File: src/rtl/edoc_pkg.sv
// constants for the host-side controller of a 256K x 16 page-mode dram
// assumes one 250 MHz clock; all dram pins are asynchronous to it
// What this block does
// - wait 200 us, then eight refresh wake-ups
// - pulse both strobes high between cycles
// - read keeps write strobe high past strobes
// - output enable high, late write strobe: late write
// - output enable tied low: early writes only
// - write command is write strobe falling
// - output enable high around late writes
// - row-only refresh refreshes addressed row
// - hidden refresh after read: write high, oe low (not done: refresh only from idle)
// - hidden refresh after write: write low, oe high (not done: refresh only from idle)
// - 512 refreshes every 8 ms
package edoc_pkg;
  localparam int unsigned CLK_MHZ = 250;
  localparam int unsigned WAKE_US = 200;
  localparam int unsigned WAKE_CYC = WAKE_US * CLK_MHZ;
  localparam int unsigned WAKE_REFRESHES = 8;
  localparam int unsigned REF_PERIOD_MS = 8;
  localparam int unsigned REF_ROWS = 512;
  // longest interval: round down
  localparam int unsigned REF_INT_CYC = (REF_PERIOD_MS * 1000 * CLK_MHZ) / REF_ROWS;
  localparam int unsigned ADDR_W = 9;
  localparam int unsigned DATA_W = 16;
  // phase lengths in cycles, each at least the printed minimum (4 ns per cycle)
  localparam int unsigned T_RAS_NS = 35;
  localparam int unsigned T_RP_NS = 25;
  localparam int unsigned T_RCD_NS = 13;
  localparam int unsigned T_CAS_NS = 13;
  localparam int unsigned T_CSR_NS = 8;
  localparam int unsigned T_OEH_NS = 8;
  localparam int unsigned T_RAS_CYC = (T_RAS_NS + 3) / 4;
  localparam int unsigned T_RP_CYC = (T_RP_NS + 3) / 4;
  localparam int unsigned T_RCD_CYC = (T_RCD_NS + 3) / 4;
  localparam int unsigned T_CAS_CYC = (T_CAS_NS + 3) / 4 + 1;
  localparam int unsigned T_CSR_CYC = (T_CSR_NS + 3) / 4;
  localparam int unsigned T_OEH_CYC = (T_OEH_NS + 3) / 4;
  localparam logic [1:0] OP_READ = 2'h0;
  localparam logic [1:0] OP_EARLY_WRITE = 2'h1;
  localparam logic [1:0] OP_LATE_WRITE = 2'h2;
  localparam logic [1:0] OP_RMW = 2'h3;
  typedef enum logic [3:0] {
    ST_WAKE = 4'h0,
    ST_IDLE = 4'h1,
    ST_ROW = 4'h2,
    ST_COL = 4'h3,
    ST_WRITE = 4'h4,
    ST_OEOFF = 4'h5,
    ST_PRE = 4'h6,
    ST_REF_CAS = 4'h7,
    ST_REF_RAS = 4'h8
  } edoc_state_t;
endpackage

File: src/rtl/edoc_sync.sv
// two-flop synchroniser for the data pins read back from the dram
// assumes the pins are asynchronous to clk_i
`timescale 1ns/100ps
module edoc_sync #(
  parameter int unsigned W = 16
) (
  input wire logic clk_i,
  input wire logic nrst_i,
  input wire logic [W-1:0] async_i,
  output logic [W-1:0] sync_o
);
  logic [W-1:0] meta_q;
  logic [W-1:0] sync_q;
  always_ff @(posedge clk_i) begin
    if (!nrst_i) begin
      meta_q <= '0;
      sync_q <= '0;
    end else begin
      meta_q <= async_i;
      sync_q <= meta_q;
    end
  end
  assign sync_o = sync_q;
endmodule

File: src/rtl/edoc_ctrl.sv
// host controller: sequences strobes for reads, writes and refresh of the dram
// assumes a single request port on clk_i; dram pins asynchronous
`timescale 1ns/100ps
module edoc_ctrl #(
  parameter int unsigned WAKE_CYC = edoc_pkg::WAKE_CYC,
  parameter int unsigned REF_INT_CYC = edoc_pkg::REF_INT_CYC
) (
  input wire logic clk_i,
  input wire logic nrst_i,
  input wire logic req_valid_i,
  output logic req_ready_o,
  input wire logic [1:0] req_op_i,
  input wire logic [17:0] req_addr_i,
  input wire logic [15:0] req_wdata_i,
  input wire logic [1:0] req_be_i,
  input wire logic [15:0] req_mdata_i,
  output logic rsp_valid_o,
  output logic [15:0] rsp_rdata_o,
  output logic init_done_o,
  output logic row_strobe_n_o,
  output logic lower_column_strobe_n_o,
  output logic upper_column_strobe_n_o,
  output logic write_strobe_n_o,
  output logic output_enable_n_o,
  output logic [8:0] mux_address_pins_o,
  input wire logic [15:0] data_pins_i,
  output logic [15:0] data_pins_o,
  output logic data_pins_oe_o
);
  edoc_pkg::edoc_state_t st_q;
  logic [17:0] cnt_q;
  logic [17:0] ref_cnt_q;
  logic ref_due_q;
  logic [3:0] wake_left_q;
  logic [1:0] op_q;
  logic [17:0] addr_q;
  logic [15:0] wdata_q;
  logic [1:0] be_q;
  logic [15:0] mdata_q;
  logic [15:0] pins_sync;
  logic is_write;

  edoc_sync #(
    .W(edoc_pkg::DATA_W)
  ) u_sync (
    .clk_i(clk_i),
    .nrst_i(nrst_i),
    .async_i(data_pins_i),
    .sync_o(pins_sync)
  );

  function automatic logic [17:0] cyc(input int unsigned n);
    cyc = 18'(n - 1);
  endfunction

  assign is_write = (op_q != edoc_pkg::OP_READ);
  assign req_ready_o = (st_q == edoc_pkg::ST_IDLE) && !ref_due_q;

  // refresh interval timer, 512 rows every 8 ms
  always_ff @(posedge clk_i) begin
    if (!nrst_i) begin
      ref_cnt_q <= 18'h0;
      ref_due_q <= 1'b0;
    end else if (ref_cnt_q >= cyc(REF_INT_CYC)) begin
      ref_cnt_q <= 18'h0;
      ref_due_q <= 1'b1;
    end else begin
      ref_cnt_q <= ref_cnt_q + 18'h1;
      if (st_q == edoc_pkg::ST_REF_RAS && cnt_q == 18'h0)
        ref_due_q <= 1'b0;
    end
  end

  // main sequencer; strobes held as flops so no glitches reach the pins
  always_ff @(posedge clk_i) begin
    if (!nrst_i) begin
      st_q <= edoc_pkg::ST_WAKE;
      cnt_q <= 18'h0;
      wake_left_q <= 4'h0;
      init_done_o <= 1'b0;
      op_q <= 2'h0;
      addr_q <= 18'h0;
      wdata_q <= 16'h0;
      be_q <= 2'h0;
      mdata_q <= 16'h0;
      rsp_valid_o <= 1'b0;
      rsp_rdata_o <= 16'h0;
      row_strobe_n_o <= 1'b1;
      lower_column_strobe_n_o <= 1'b1;
      upper_column_strobe_n_o <= 1'b1;
      write_strobe_n_o <= 1'b1;
      output_enable_n_o <= 1'b1;
      mux_address_pins_o <= 9'h0;
      data_pins_o <= 16'h0;
      data_pins_oe_o <= 1'b0;
    end else begin
      rsp_valid_o <= 1'b0;
      case (st_q)
        edoc_pkg::ST_WAKE: begin
          // power-up pause then eight refreshes
          if (cnt_q >= cyc(WAKE_CYC)) begin
            cnt_q <= 18'h0;
            wake_left_q <= 4'(edoc_pkg::WAKE_REFRESHES);
            st_q <= edoc_pkg::ST_PRE;
          end else begin
            cnt_q <= cnt_q + 18'h1;
          end
        end
        edoc_pkg::ST_IDLE: begin
          if (ref_due_q) begin
            // refresh only from idle, never hidden behind an access: write strobe and oe park high
            // strobe-order refresh: column strobes fall first, write held high
            lower_column_strobe_n_o <= 1'b0;
            upper_column_strobe_n_o <= 1'b0;
            write_strobe_n_o <= 1'b1;
            output_enable_n_o <= 1'b1;
            cnt_q <= cyc(edoc_pkg::T_CSR_CYC);
            st_q <= edoc_pkg::ST_REF_CAS;
          end else if (req_valid_i) begin
            op_q <= req_op_i;
            addr_q <= req_addr_i;
            wdata_q <= req_wdata_i;
            be_q <= req_be_i;
            mdata_q <= req_mdata_i;
            // row latched on row strobe fall
            mux_address_pins_o <= req_addr_i[17:9];
            row_strobe_n_o <= 1'b0;
            // early write: write strobe falls before column strobe
            write_strobe_n_o <= (req_op_i != edoc_pkg::OP_EARLY_WRITE);
            if (req_op_i == edoc_pkg::OP_EARLY_WRITE) begin
              data_pins_o <= req_wdata_i;
              data_pins_oe_o <= 1'b1;
            end
            // read and rmw drive oe low; late write keeps it high
            output_enable_n_o <= (req_op_i == edoc_pkg::OP_EARLY_WRITE) || (req_op_i == edoc_pkg::OP_LATE_WRITE);
            cnt_q <= cyc(edoc_pkg::T_RCD_CYC);
            st_q <= edoc_pkg::ST_ROW;
          end
        end
        edoc_pkg::ST_ROW: begin
          if (cnt_q == 18'h0) begin
            mux_address_pins_o <= addr_q[8:0];
            // byte lanes: lower strobe bits 7:0, upper 15:8
            lower_column_strobe_n_o <= !(be_q[0] || !is_write);
            upper_column_strobe_n_o <= !(be_q[1] || !is_write);
            cnt_q <= cyc(edoc_pkg::T_CAS_CYC + 1);
            st_q <= edoc_pkg::ST_COL;
          end else begin
            cnt_q <= cnt_q - 18'h1;
          end
        end
        edoc_pkg::ST_COL: begin
          if (cnt_q == 18'h0) begin
            if (op_q == edoc_pkg::OP_LATE_WRITE || op_q == edoc_pkg::OP_RMW) begin
              if (op_q == edoc_pkg::OP_RMW)
                rsp_rdata_o <= pins_sync;
              // oe high before write data goes out
              output_enable_n_o <= 1'b1;
              cnt_q <= cyc(edoc_pkg::T_OEH_CYC);
              st_q <= edoc_pkg::ST_OEOFF;
            end else begin
              if (op_q == edoc_pkg::OP_READ) begin
                rsp_rdata_o <= pins_sync;
                rsp_valid_o <= 1'b1;
              end
              // read: write strobe stays high until strobes rise
              row_strobe_n_o <= 1'b1;
              lower_column_strobe_n_o <= 1'b1;
              upper_column_strobe_n_o <= 1'b1;
              output_enable_n_o <= 1'b1;
              write_strobe_n_o <= 1'b1;
              data_pins_oe_o <= 1'b0;
              cnt_q <= cyc(edoc_pkg::T_RP_CYC);
              st_q <= edoc_pkg::ST_PRE;
            end
          end else begin
            cnt_q <= cnt_q - 18'h1;
          end
        end
        edoc_pkg::ST_OEOFF: begin
          if (cnt_q == 18'h0) begin
            // late write: data taken at write strobe fall
            data_pins_o <= (op_q == edoc_pkg::OP_RMW) ? mdata_q : wdata_q;
            data_pins_oe_o <= 1'b1;
            write_strobe_n_o <= 1'b0;
            cnt_q <= cyc(edoc_pkg::T_CAS_CYC);
            st_q <= edoc_pkg::ST_WRITE;
          end else begin
            cnt_q <= cnt_q - 18'h1;
          end
        end
        edoc_pkg::ST_WRITE: begin
          if (cnt_q == 18'h0) begin
            if (op_q == edoc_pkg::OP_RMW)
              rsp_valid_o <= 1'b1;
            row_strobe_n_o <= 1'b1;
            lower_column_strobe_n_o <= 1'b1;
            upper_column_strobe_n_o <= 1'b1;
            write_strobe_n_o <= 1'b1;
            data_pins_oe_o <= 1'b0;
            cnt_q <= cyc(edoc_pkg::T_RP_CYC);
            st_q <= edoc_pkg::ST_PRE;
          end else begin
            cnt_q <= cnt_q - 18'h1;
          end
        end
        edoc_pkg::ST_REF_CAS: begin
          if (cnt_q == 18'h0) begin
            row_strobe_n_o <= 1'b0;
            cnt_q <= cyc(edoc_pkg::T_RAS_CYC);
            st_q <= edoc_pkg::ST_REF_RAS;
          end else begin
            cnt_q <= cnt_q - 18'h1;
          end
        end
        edoc_pkg::ST_REF_RAS: begin
          if (cnt_q == 18'h0) begin
            row_strobe_n_o <= 1'b1;
            lower_column_strobe_n_o <= 1'b1;
            upper_column_strobe_n_o <= 1'b1;
            cnt_q <= cyc(edoc_pkg::T_RP_CYC);
            st_q <= edoc_pkg::ST_PRE;
          end else begin
            cnt_q <= cnt_q - 18'h1;
          end
        end
        edoc_pkg::ST_PRE: begin
          // both strobes high for precharge before any new cycle
          if (cnt_q == 18'h0) begin
            if (wake_left_q != 4'h0) begin
              // wake-up walks rows 7 down to 0 with row-only refresh
              wake_left_q <= wake_left_q - 4'h1;
              mux_address_pins_o <= 9'(wake_left_q - 4'h1);
              row_strobe_n_o <= 1'b0;
              cnt_q <= cyc(edoc_pkg::T_RAS_CYC);
              st_q <= edoc_pkg::ST_REF_RAS;
            end else begin
              init_done_o <= 1'b1;
              st_q <= edoc_pkg::ST_IDLE;
            end
          end else begin
            cnt_q <= cnt_q - 18'h1;
          end
        end
        default: st_q <= edoc_pkg::ST_IDLE;
      endcase
    end
  end

  // no request is taken before the wake-up sequence is over
  wake_gate_a: assert property (@(posedge clk_i) disable iff (!nrst_i)
    req_ready_o |-> init_done_o) else $error("ready before wake-up done");
  strobe_order_a: assert property (@(posedge clk_i) disable iff (!nrst_i)
    $fell(row_strobe_n_o) && st_q == edoc_pkg::ST_REF_RAS && init_done_o |-> write_strobe_n_o && !lower_column_strobe_n_o)
    else $error("refresh without column strobe first");
  row_only_ref_a: assert property (@(posedge clk_i) disable iff (!nrst_i)
    $fell(row_strobe_n_o) && st_q == edoc_pkg::ST_REF_RAS && !init_done_o |-> lower_column_strobe_n_o && upper_column_strobe_n_o)
    else $error("wake-up refresh with column strobe low");
  read_we_hold_a: assert property (@(posedge clk_i) disable iff (!nrst_i)
    !row_strobe_n_o && op_q == edoc_pkg::OP_READ && st_q != edoc_pkg::ST_REF_RAS |-> write_strobe_n_o)
    else $error("write strobe low in read");
  late_oe_a: assert property (@(posedge clk_i) disable iff (!nrst_i)
    $fell(write_strobe_n_o) && !row_strobe_n_o && !lower_column_strobe_n_o |-> output_enable_n_o)
    else $error("late write with oe low");
  drive_oe_a: assert property (@(posedge clk_i) disable iff (!nrst_i)
    data_pins_oe_o |-> output_enable_n_o) else $error("bus clash with memory");
  precharge_a: assert property (@(posedge clk_i) disable iff (!nrst_i)
    $rose(row_strobe_n_o) |=> row_strobe_n_o [*5]) else $error("precharge too short");
  ref_due_a: assert property (@(posedge clk_i) disable iff (!nrst_i)
    ref_due_q && st_q == edoc_pkg::ST_IDLE |=> st_q == edoc_pkg::ST_REF_CAS)
    else $error("refresh not started");
  early_we_a: assert property (@(posedge clk_i) disable iff (!nrst_i)
    st_q == edoc_pkg::ST_ROW && op_q == edoc_pkg::OP_EARLY_WRITE |-> !write_strobe_n_o && data_pins_oe_o)
    else $error("early write strobe late");
endmodule

File: config.mk
export PLATFORM = sky130hd
export DESIGN_NAME = edoc_ctrl
export DESIGN_NICKNAME = d
export VERILOG_FILES = /design/src/rtl/edoc_pkg.sv /design/src/rtl/edoc_sync.sv /design/src/rtl/edoc_ctrl.sv
export SDC_FILE = /design/constraint.sdc
export NUM_CORES = 1
export LEC_CHECK = 0
export ABC_AREA = 1
export BUFFER_PORTS_ARGS = -buffer_cell sky130_fd_sc_hd__buf_2
export CORE_ASPECT_RATIO = 0.5
export CORE_MARGIN = 5
export CORE_UTILIZATION = 43
export DETAILED_ROUTE_END_ITERATION = 6
export GPL_TIMING_DRIVEN = 0
export PLACE_DENSITY = 0.66
export SETUP_SLACK_MARGIN = 0.1
export SLEW_MARGIN = 5
export SYNTH_ARGS = -nofsm -noshare
export SYNTH_HDL_FRONTEND = slang
export SYNTH_HIERARCHICAL = 1
export SYNTH_SLANG_ARGS = --single-unit
File: constraint.sdc
create_clock -name clk_i -period 1.7 [get_ports clk_i]
set_input_delay 0.51 -clock clk_i [delete_from_list [all_inputs] [get_ports clk_i]]
set_output_delay 0.51 -clock clk_i [all_outputs]
set_load 0.01 [all_outputs]
======== Yosys cells after proc, flatten, opt, wreduce, memory -nomap -nowiden ========
Index checks and enable logic that the tools add are counted.
W data, S select, Z words.
operators by class
  add/sub/neg operators ................... 5
  $lt $le $gt $ge ......................... 2
  equality and inequality tests ........... 30
  mux-type cells .......................... 77
  bitwise operators ....................... 3
  reductions and logical operators ........ 40
operator list
  kind                     number
  $mux W18                 10
  $pmux W18 S8             1
  $mux W16                 8
  $mux W4                  13
  $mux W9                  5
  $add A18 B1 Y18 const B  2
  $pmux W16 S2             1
  $pmux W4 S8              1
  $mux W1                  27
  $pmux W9 S3              1
  $ne A2 B2 Y1 const B     12
  $ge A18 B12 Y1 const B   1
  $ge A18 B16 Y1 const B   1
  $logic_not A18 Y1        1
  $reduce_and A6 Y1        3
  $sub A18 B1 Y18 const B  1
  $eq A4 B3 Y1 const B     4
  $pmux W1 S4              4
  $reduce_and A8 Y1        2
  $reduce_and A3 Y1        4
  $reduce_bool A2 Y1       6
  $reduce_bool A4 Y1       3
  $reduce_and A9 Y1        1
  $eq A4 B2 Y1 const B     2
  25 further kinds         43
storage, ports and cells
  register bits ........................... 171
  bits of input ports ..................... 73
  output and inout bits ................... 50
  logic and storage cells ................. 180

======== Depth between registers and ports, before layout ========
  depth in word-level cells ............... 6
  mapped depth ............................ 13

======== Hierarchy ========
Netlist, hierarchy kept.
modules (own cells, without submodules)
  module     instances  cells an instance  area each (um2)
  edoc_ctrl  1          1004               6989.2
  edoc_sync  1          99                 914.6

======== Worst setup path before layout ========
No wires, ideal clock.
  kind .................................... register -> register
  start ................................... register cnt_q[0]
  end ..................................... register mux_address_pins_o[7]
  data arrival time ....................... 1730 ps
  required time ........................... 1587 ps
  path slack .............................. -143 ps
  cell stages (with the launch flop) ...... 13
  clock period less this slack ............ 1843 ps
  cells stage by stage .................... dfxtp_1 -> inv_1 -> ha_1 -> nand2_2 -> nor2_8 -> nand3_4 -> a21oi_4 -> nand2_4 -> nor2_8 -> buf_6 -> nand2_1 -> nand2_1 -> nor2_1
between the ends
  cells in the longest elaborated chain, start to end .. 3
ends and longest elaborated chain
  element                          line                                RTL
  from (decl)                      edoc_ctrl.sv:31                     logic [17:0] cnt_q;
  from (signal assigned)           edoc_ctrl.sv:106                    cnt_q <= cnt_q + 18'h1;
  from (signal assigned)           edoc_ctrl.sv:117                    cnt_q <= cyc(edoc_pkg::T_CSR_CYC);
  from (signal assigned)           edoc_ctrl.sv:136                    cnt_q <= cyc(edoc_pkg::T_RCD_CYC);
  $logic_not A18 Y1 (*)            edoc_ctrl.sv:141, edoc_ctrl.sv:229
  $ne A2 B2 Y1 (no line)           -
  $reduce_and A6 Y1 (no line) (*)  -
  to (signal assigned)             edoc_ctrl.sv:126                    mux_address_pins_o <= req_addr_i[17:9];
  to (signal assigned)             edoc_ctrl.sv:142                    mux_address_pins_o <= addr_q[8:0];
  to (signal assigned)             edoc_ctrl.sv:233                    mux_address_pins_o <= 9'(wake_left_q - 4'h1);
  to (decl)                        edoc_ctrl.sv:25                     output logic [8:0] mux_address_pins_o,
Every way passes the cells marked *; elsewhere a longest branch is shown, timed or not.
A chain may end at the register's enable or synchronous reset.

======== Final worst setup path ========
  start ................................... register st_q[2]
  end ..................................... output req_ready_o
between the ends
  cells in the longest elaborated chain, start to end .. 2
ends and longest elaborated chain
  element                 line              RTL
  from (decl)             edoc_ctrl.sv:30   edoc_pkg::edoc_state_t st_q;
  from (signal assigned)  edoc_ctrl.sv:77   st_q <= edoc_pkg::ST_WAKE;
  from (signal assigned)  edoc_ctrl.sv:104  st_q <= edoc_pkg::ST_PRE;
  from (signal assigned)  edoc_ctrl.sv:118  st_q <= edoc_pkg::ST_REF_CAS;
  $eq A4 B1 Y1            edoc_ctrl.sv:57   assign req_ready_o = (st_q == edoc_pkg::ST_IDLE) && !ref_due_q;
  $logic_and A1 B1 Y1     edoc_ctrl.sv:57
  to (decl)               edoc_ctrl.sv:11   output logic req_ready_o,
No other way between the ends.

==> impl_metrics.prom <==
# TYPE chip_impl_metric gauge
chip_impl_metric{name="finalWeightedCongestion",unit=""} 0.9010
chip_impl_metric{name="ctsHtreeMaxLevel",unit=""} 4
chip_impl_metric{name="numCtsBuffers",unit=""} 17
chip_impl_info{name="hold_path.class",value="in -> reg"} 1
chip_impl_metric{name="port_buffers",unit=""} 122
chip_impl_metric{name="nNetsFinal",unit=""} 1406
chip_impl_metric{name="worst-path-max-fanout",unit=""} 4
chip_impl_info{name="most_common_cell_after_layout_fill_and_taps_aside",value="nand2_1"} 1
chip_impl_metric{name="fmaxAchievable",unit="MHz"} 498.1
chip_impl_metric{name="post-route-worst-setup-slack",unit="ns"} -0.3076
chip_impl_metric{name="vdd.ir_drop.worst",unit="V"} 0.0009470
chip_impl_metric{name="initial_core_util",unit=""} 0.4339
chip_impl_info{name="timing.setup.critical_path_class",value="reg -> out"} 1
chip_impl_metric{name="postSynth.asyncResetShare",unit=""} 0
chip_impl_metric{name="clock_sinks",unit=""} 171
chip_impl_metric{name="powerDensity",unit="nW/um^2"} 1415
chip_impl_metric{name="antenna_found_initial",unit=""} 0
chip_impl_metric{name="yosysUniqueCellTypes",unit=""} 40
chip_impl_info{name="ys.flop_type",value="dfxtp_1"} 1
chip_impl_metric{name="grt_max_degree",unit=""} 17
chip_impl_metric{name="hold-path-cell-count",unit=""} 3
chip_impl_metric{name="clkLatencyLatePin",unit="ns"} 0.44
chip_impl_metric{name="count_of_pins_on_the_block_boundary",unit=""} 123
chip_impl_metric{name="syn_avg_cell_area",unit="sq um"} 7.166
chip_impl_metric{name="design_power_total",unit="mW"} 15.65
chip_impl_metric{name="fraction_of_final_layout_cells_with_drive_strength_greater_than_1",unit=""} 0.3391
chip_impl_metric{name="vertical_die_dimension",unit="microns"} 105.9
chip_impl_metric{name="remaining_drc_errors",unit=""} 0
chip_impl_info{name="mostFrequentLayoutCells",value="205 x nand2_1, 161 x dfxtp_1, 122 x buf_2, 117 x inv_1"} 1
chip_impl_metric{name="synth_cells",unit=""} 1103
chip_impl_metric{name="area_delta_synth_final",unit="%"} 39.99
chip_impl_metric{name="die_x",unit="microns"} 201.7
chip_impl_metric{name="synth_enable_flop_cells",unit=""} 0
chip_impl_info{name="cts-root-buf",value="clkbuf_16"} 1
chip_impl_metric{name="postRouteAntennaNets",unit=""} 0
chip_impl_metric{name="timing.final.setup_violations",unit=""} 74
chip_impl_metric{name="dpl.hpwl",unit="microns"} 16070
chip_impl_metric{name="setup-tns-final",unit="ns"} -10.83
chip_impl_metric{name="gr-total-overflow",unit=""} 0
chip_impl_metric{name="reg2reg_depth",unit=""} 10
chip_impl_info{name="crit_path_launch_type",value="flip-flop"} 1
chip_impl_metric{name="synth_seq_area_share",unit=""} 0.4331
chip_impl_metric{name="period_share",unit=""} 1.181
chip_impl_metric{name="report.final.slew_viol_count",unit=""} 0
chip_impl_info{name="grt_setup_unrepaired",value="true"} 1
chip_impl_metric{name="final_hold_viol_count",unit=""} 0
chip_impl_metric{name="cp.arrival",unit="ns"} 1.50
chip_impl_metric{name="slew-limit-headroom",unit=""} 0.5259
chip_impl_metric{name="grt_pass1_vias",unit=""} 7431
chip_impl_metric{name="mappedNetlistArea",unit="sq um"} 7904
chip_impl_metric{name="clock_pin_slew_worst_setup_and_hold_paths",unit="ns"} 0.07
chip_impl_metric{name="gr-usage-all-layers",unit=""} 0.2112
chip_impl_metric{name="num_vias",unit=""} 8111
chip_impl_metric{name="fp-row-count",unit=""} 35
chip_impl_metric{name="ys_warn_count",unit=""} 6
chip_impl_metric{name="power.leakage",unit="nW"} 4.932
chip_impl_metric{name="antenna_cells",unit=""} 0
chip_impl_metric{name="timing.critical_path.required",unit="ns"} 1.19
chip_impl_metric{name="maxCapViolations",unit=""} 0
chip_impl_metric{name="finalWirelength",unit="microns"} 24180
chip_impl_metric{name="final_worst_path_period_need",unit="ns"} 2.008
chip_impl_metric{name="vias_per_cell",unit=""} 5.147
chip_impl_metric{name="first_pass_iters",unit=""} 5
chip_impl_info{name="status",value="finished with violations"} 1
chip_impl_info{name="worst_setup_path_end_kind",value="primary output"} 1
chip_impl_info{name="cts_tree",value="done"} 1
chip_impl_metric{name="cts_hold_buffers",unit=""} 0
chip_impl_metric{name="core_area",unit="sq um"} 18220
chip_impl_metric{name="post_drt_wl_per_cell",unit="microns"} 15.34
chip_impl_metric{name="finClkSkew",unit="ns"} 0.01284
chip_impl_info{name="failed_checks",value="setup timing"} 1
chip_impl_metric{name="die-area",unit="sq um"} 21360
chip_impl_metric{name="actual_slew_at_the_worst_max_slew_pin",unit="ns"} 0.7111
chip_impl_metric{name="ctsLongestPathBuffers",unit=""} 2
chip_impl_metric{name="wire_length_of_the_first_global_routing_pass",unit="microns"} 36970
chip_impl_metric{name="detail_route.iter0.violations",unit=""} 628
chip_impl_metric{name="postSynthRegisterBits",unit=""} 171
## power breakdown
group          switching (mW)  internal (mW)  total [mW]
Sequential              0.314           4.44        4.76
Combinational            3.94           2.87        6.81
Clock                    1.80           2.29        4.09
## per-layer routing
metal  vias to the layer above  part of all wire  global-route usage
met1                      3814              0.46              0.2933
met2                       251              0.47              0.3435
met4                         0             0.012             0.05166
li1                       4018                 -                   -
met5                         -                 0                   0
met3                        28             0.053             0.03658
## cells by family after synthesis
logic type               share of synthesized area
AND/OR/NAND/NOR                             0.2639
buffers and inverters                       0.1010
adder cells (fa/ha/maj)                    0.01583
other                                    0.0004745
AO/OA/AOI/OAI                               0.1591
flip-flops                                  0.4331
XOR/XNOR                                   0.02659
## layout make-up
| class | instances | area (sq um) |
|---|---|---|
| tap | 240 | 300.3 |
| timing repair buffer | 197 | 1345 |
| clock buffer | 20 | 456.7 |
| fill | 1632 | 7153 |
| inverter | 134 | 545.5 |
| clock inverter | 12 | 152.6 |
| multi-input combinational | 747 | 4349 |
| buffer | 55 | 466.7 |
| sequential | 171 | 3448 |
## final timing paths
| check | from | to | slack (ns) |
|---|---|---|---|
| min reg2reg | u_sync/meta_q[14] | u_sync/sync_o[14] | 0.41 |
| max reg2reg | cnt_q[0] | rsp_rdata_o[0] | -0.22 |
| max | st_q[2] | req_ready_o | -0.31 |
| min | data_pins_i[6] | u_sync/meta_q[6] | 0.25 |
## critical path, cell delays in order (launching register included)
cell and delay (ns):
dfxtp_2 0.37, inv_4 0.10, nand2_4 0.08, nor2_4 0.14, buf_6 0.14, inv_8 0.03
nor2_4 0.08, buf_6 0.11
## per-stage QoR
| stage | utilization | hold WS (ns) | setup WS [ns] | area, sq um | std cells |
|---|---|---|---|---|---|
| floorplan | - | 0.3905 | -0.02227 | 7989 | 1108 |
| global route | 0.6073 | 0.2553 | -0.3624 | 11060 | 1576 |
| finish | 0.6073 | 0.2540 | -0.3076 | 11060 | 1576 |
| global placement | 0.4885 | 0.3913 | -0.5197 | 8900 | 1470 |
| detailed placement | 0.4885 | 0.3960 | -0.5310 | 8900 | 1470 |
| CTS | 0.5567 | 0.2507 | -0.2767 | 10140 | 1541 |
## repair_timing
item / CTS / global route
resized for setup: 114 / 232
setup endpoints to repair: 133 / 134
cloned: 4 / 4
setup buffers: 35 / 32
pin swaps: 18 / 40
## flip-flops by register name, summed over array words and instances (netlist names), 2 cells and up
register,cells
u_sync/meta_q,16
wake_left_q,4
ref_cnt_q,18
op_q,2
be_q,2
wdata_q,16
mux_address_pins_o,9
cnt_q,18
st_q,4
mdata_q,16
addr_q,9
rsp_rdata_o,16
u_sync/sync_o,16
data_pins_o,16
## synthesized netlist by cell type (10+ instances only)
library cell,n,area share
nor2_1,107,0.051
ha_1,10,0.016
nor3_1,14,0.0089
clkbuf_1,29,0.014
a21oi_1,104,0.066
dfxtp_1,171,0.43
xor2_1,20,0.022
nand2_1,231,0.11
inv_1,125,0.059
buf_2,14,0.0089
nand3_1,75,0.047
a31oi_1,16,0.013
o21ai_0,101,0.064
Power figures use the tool's default switching activity.
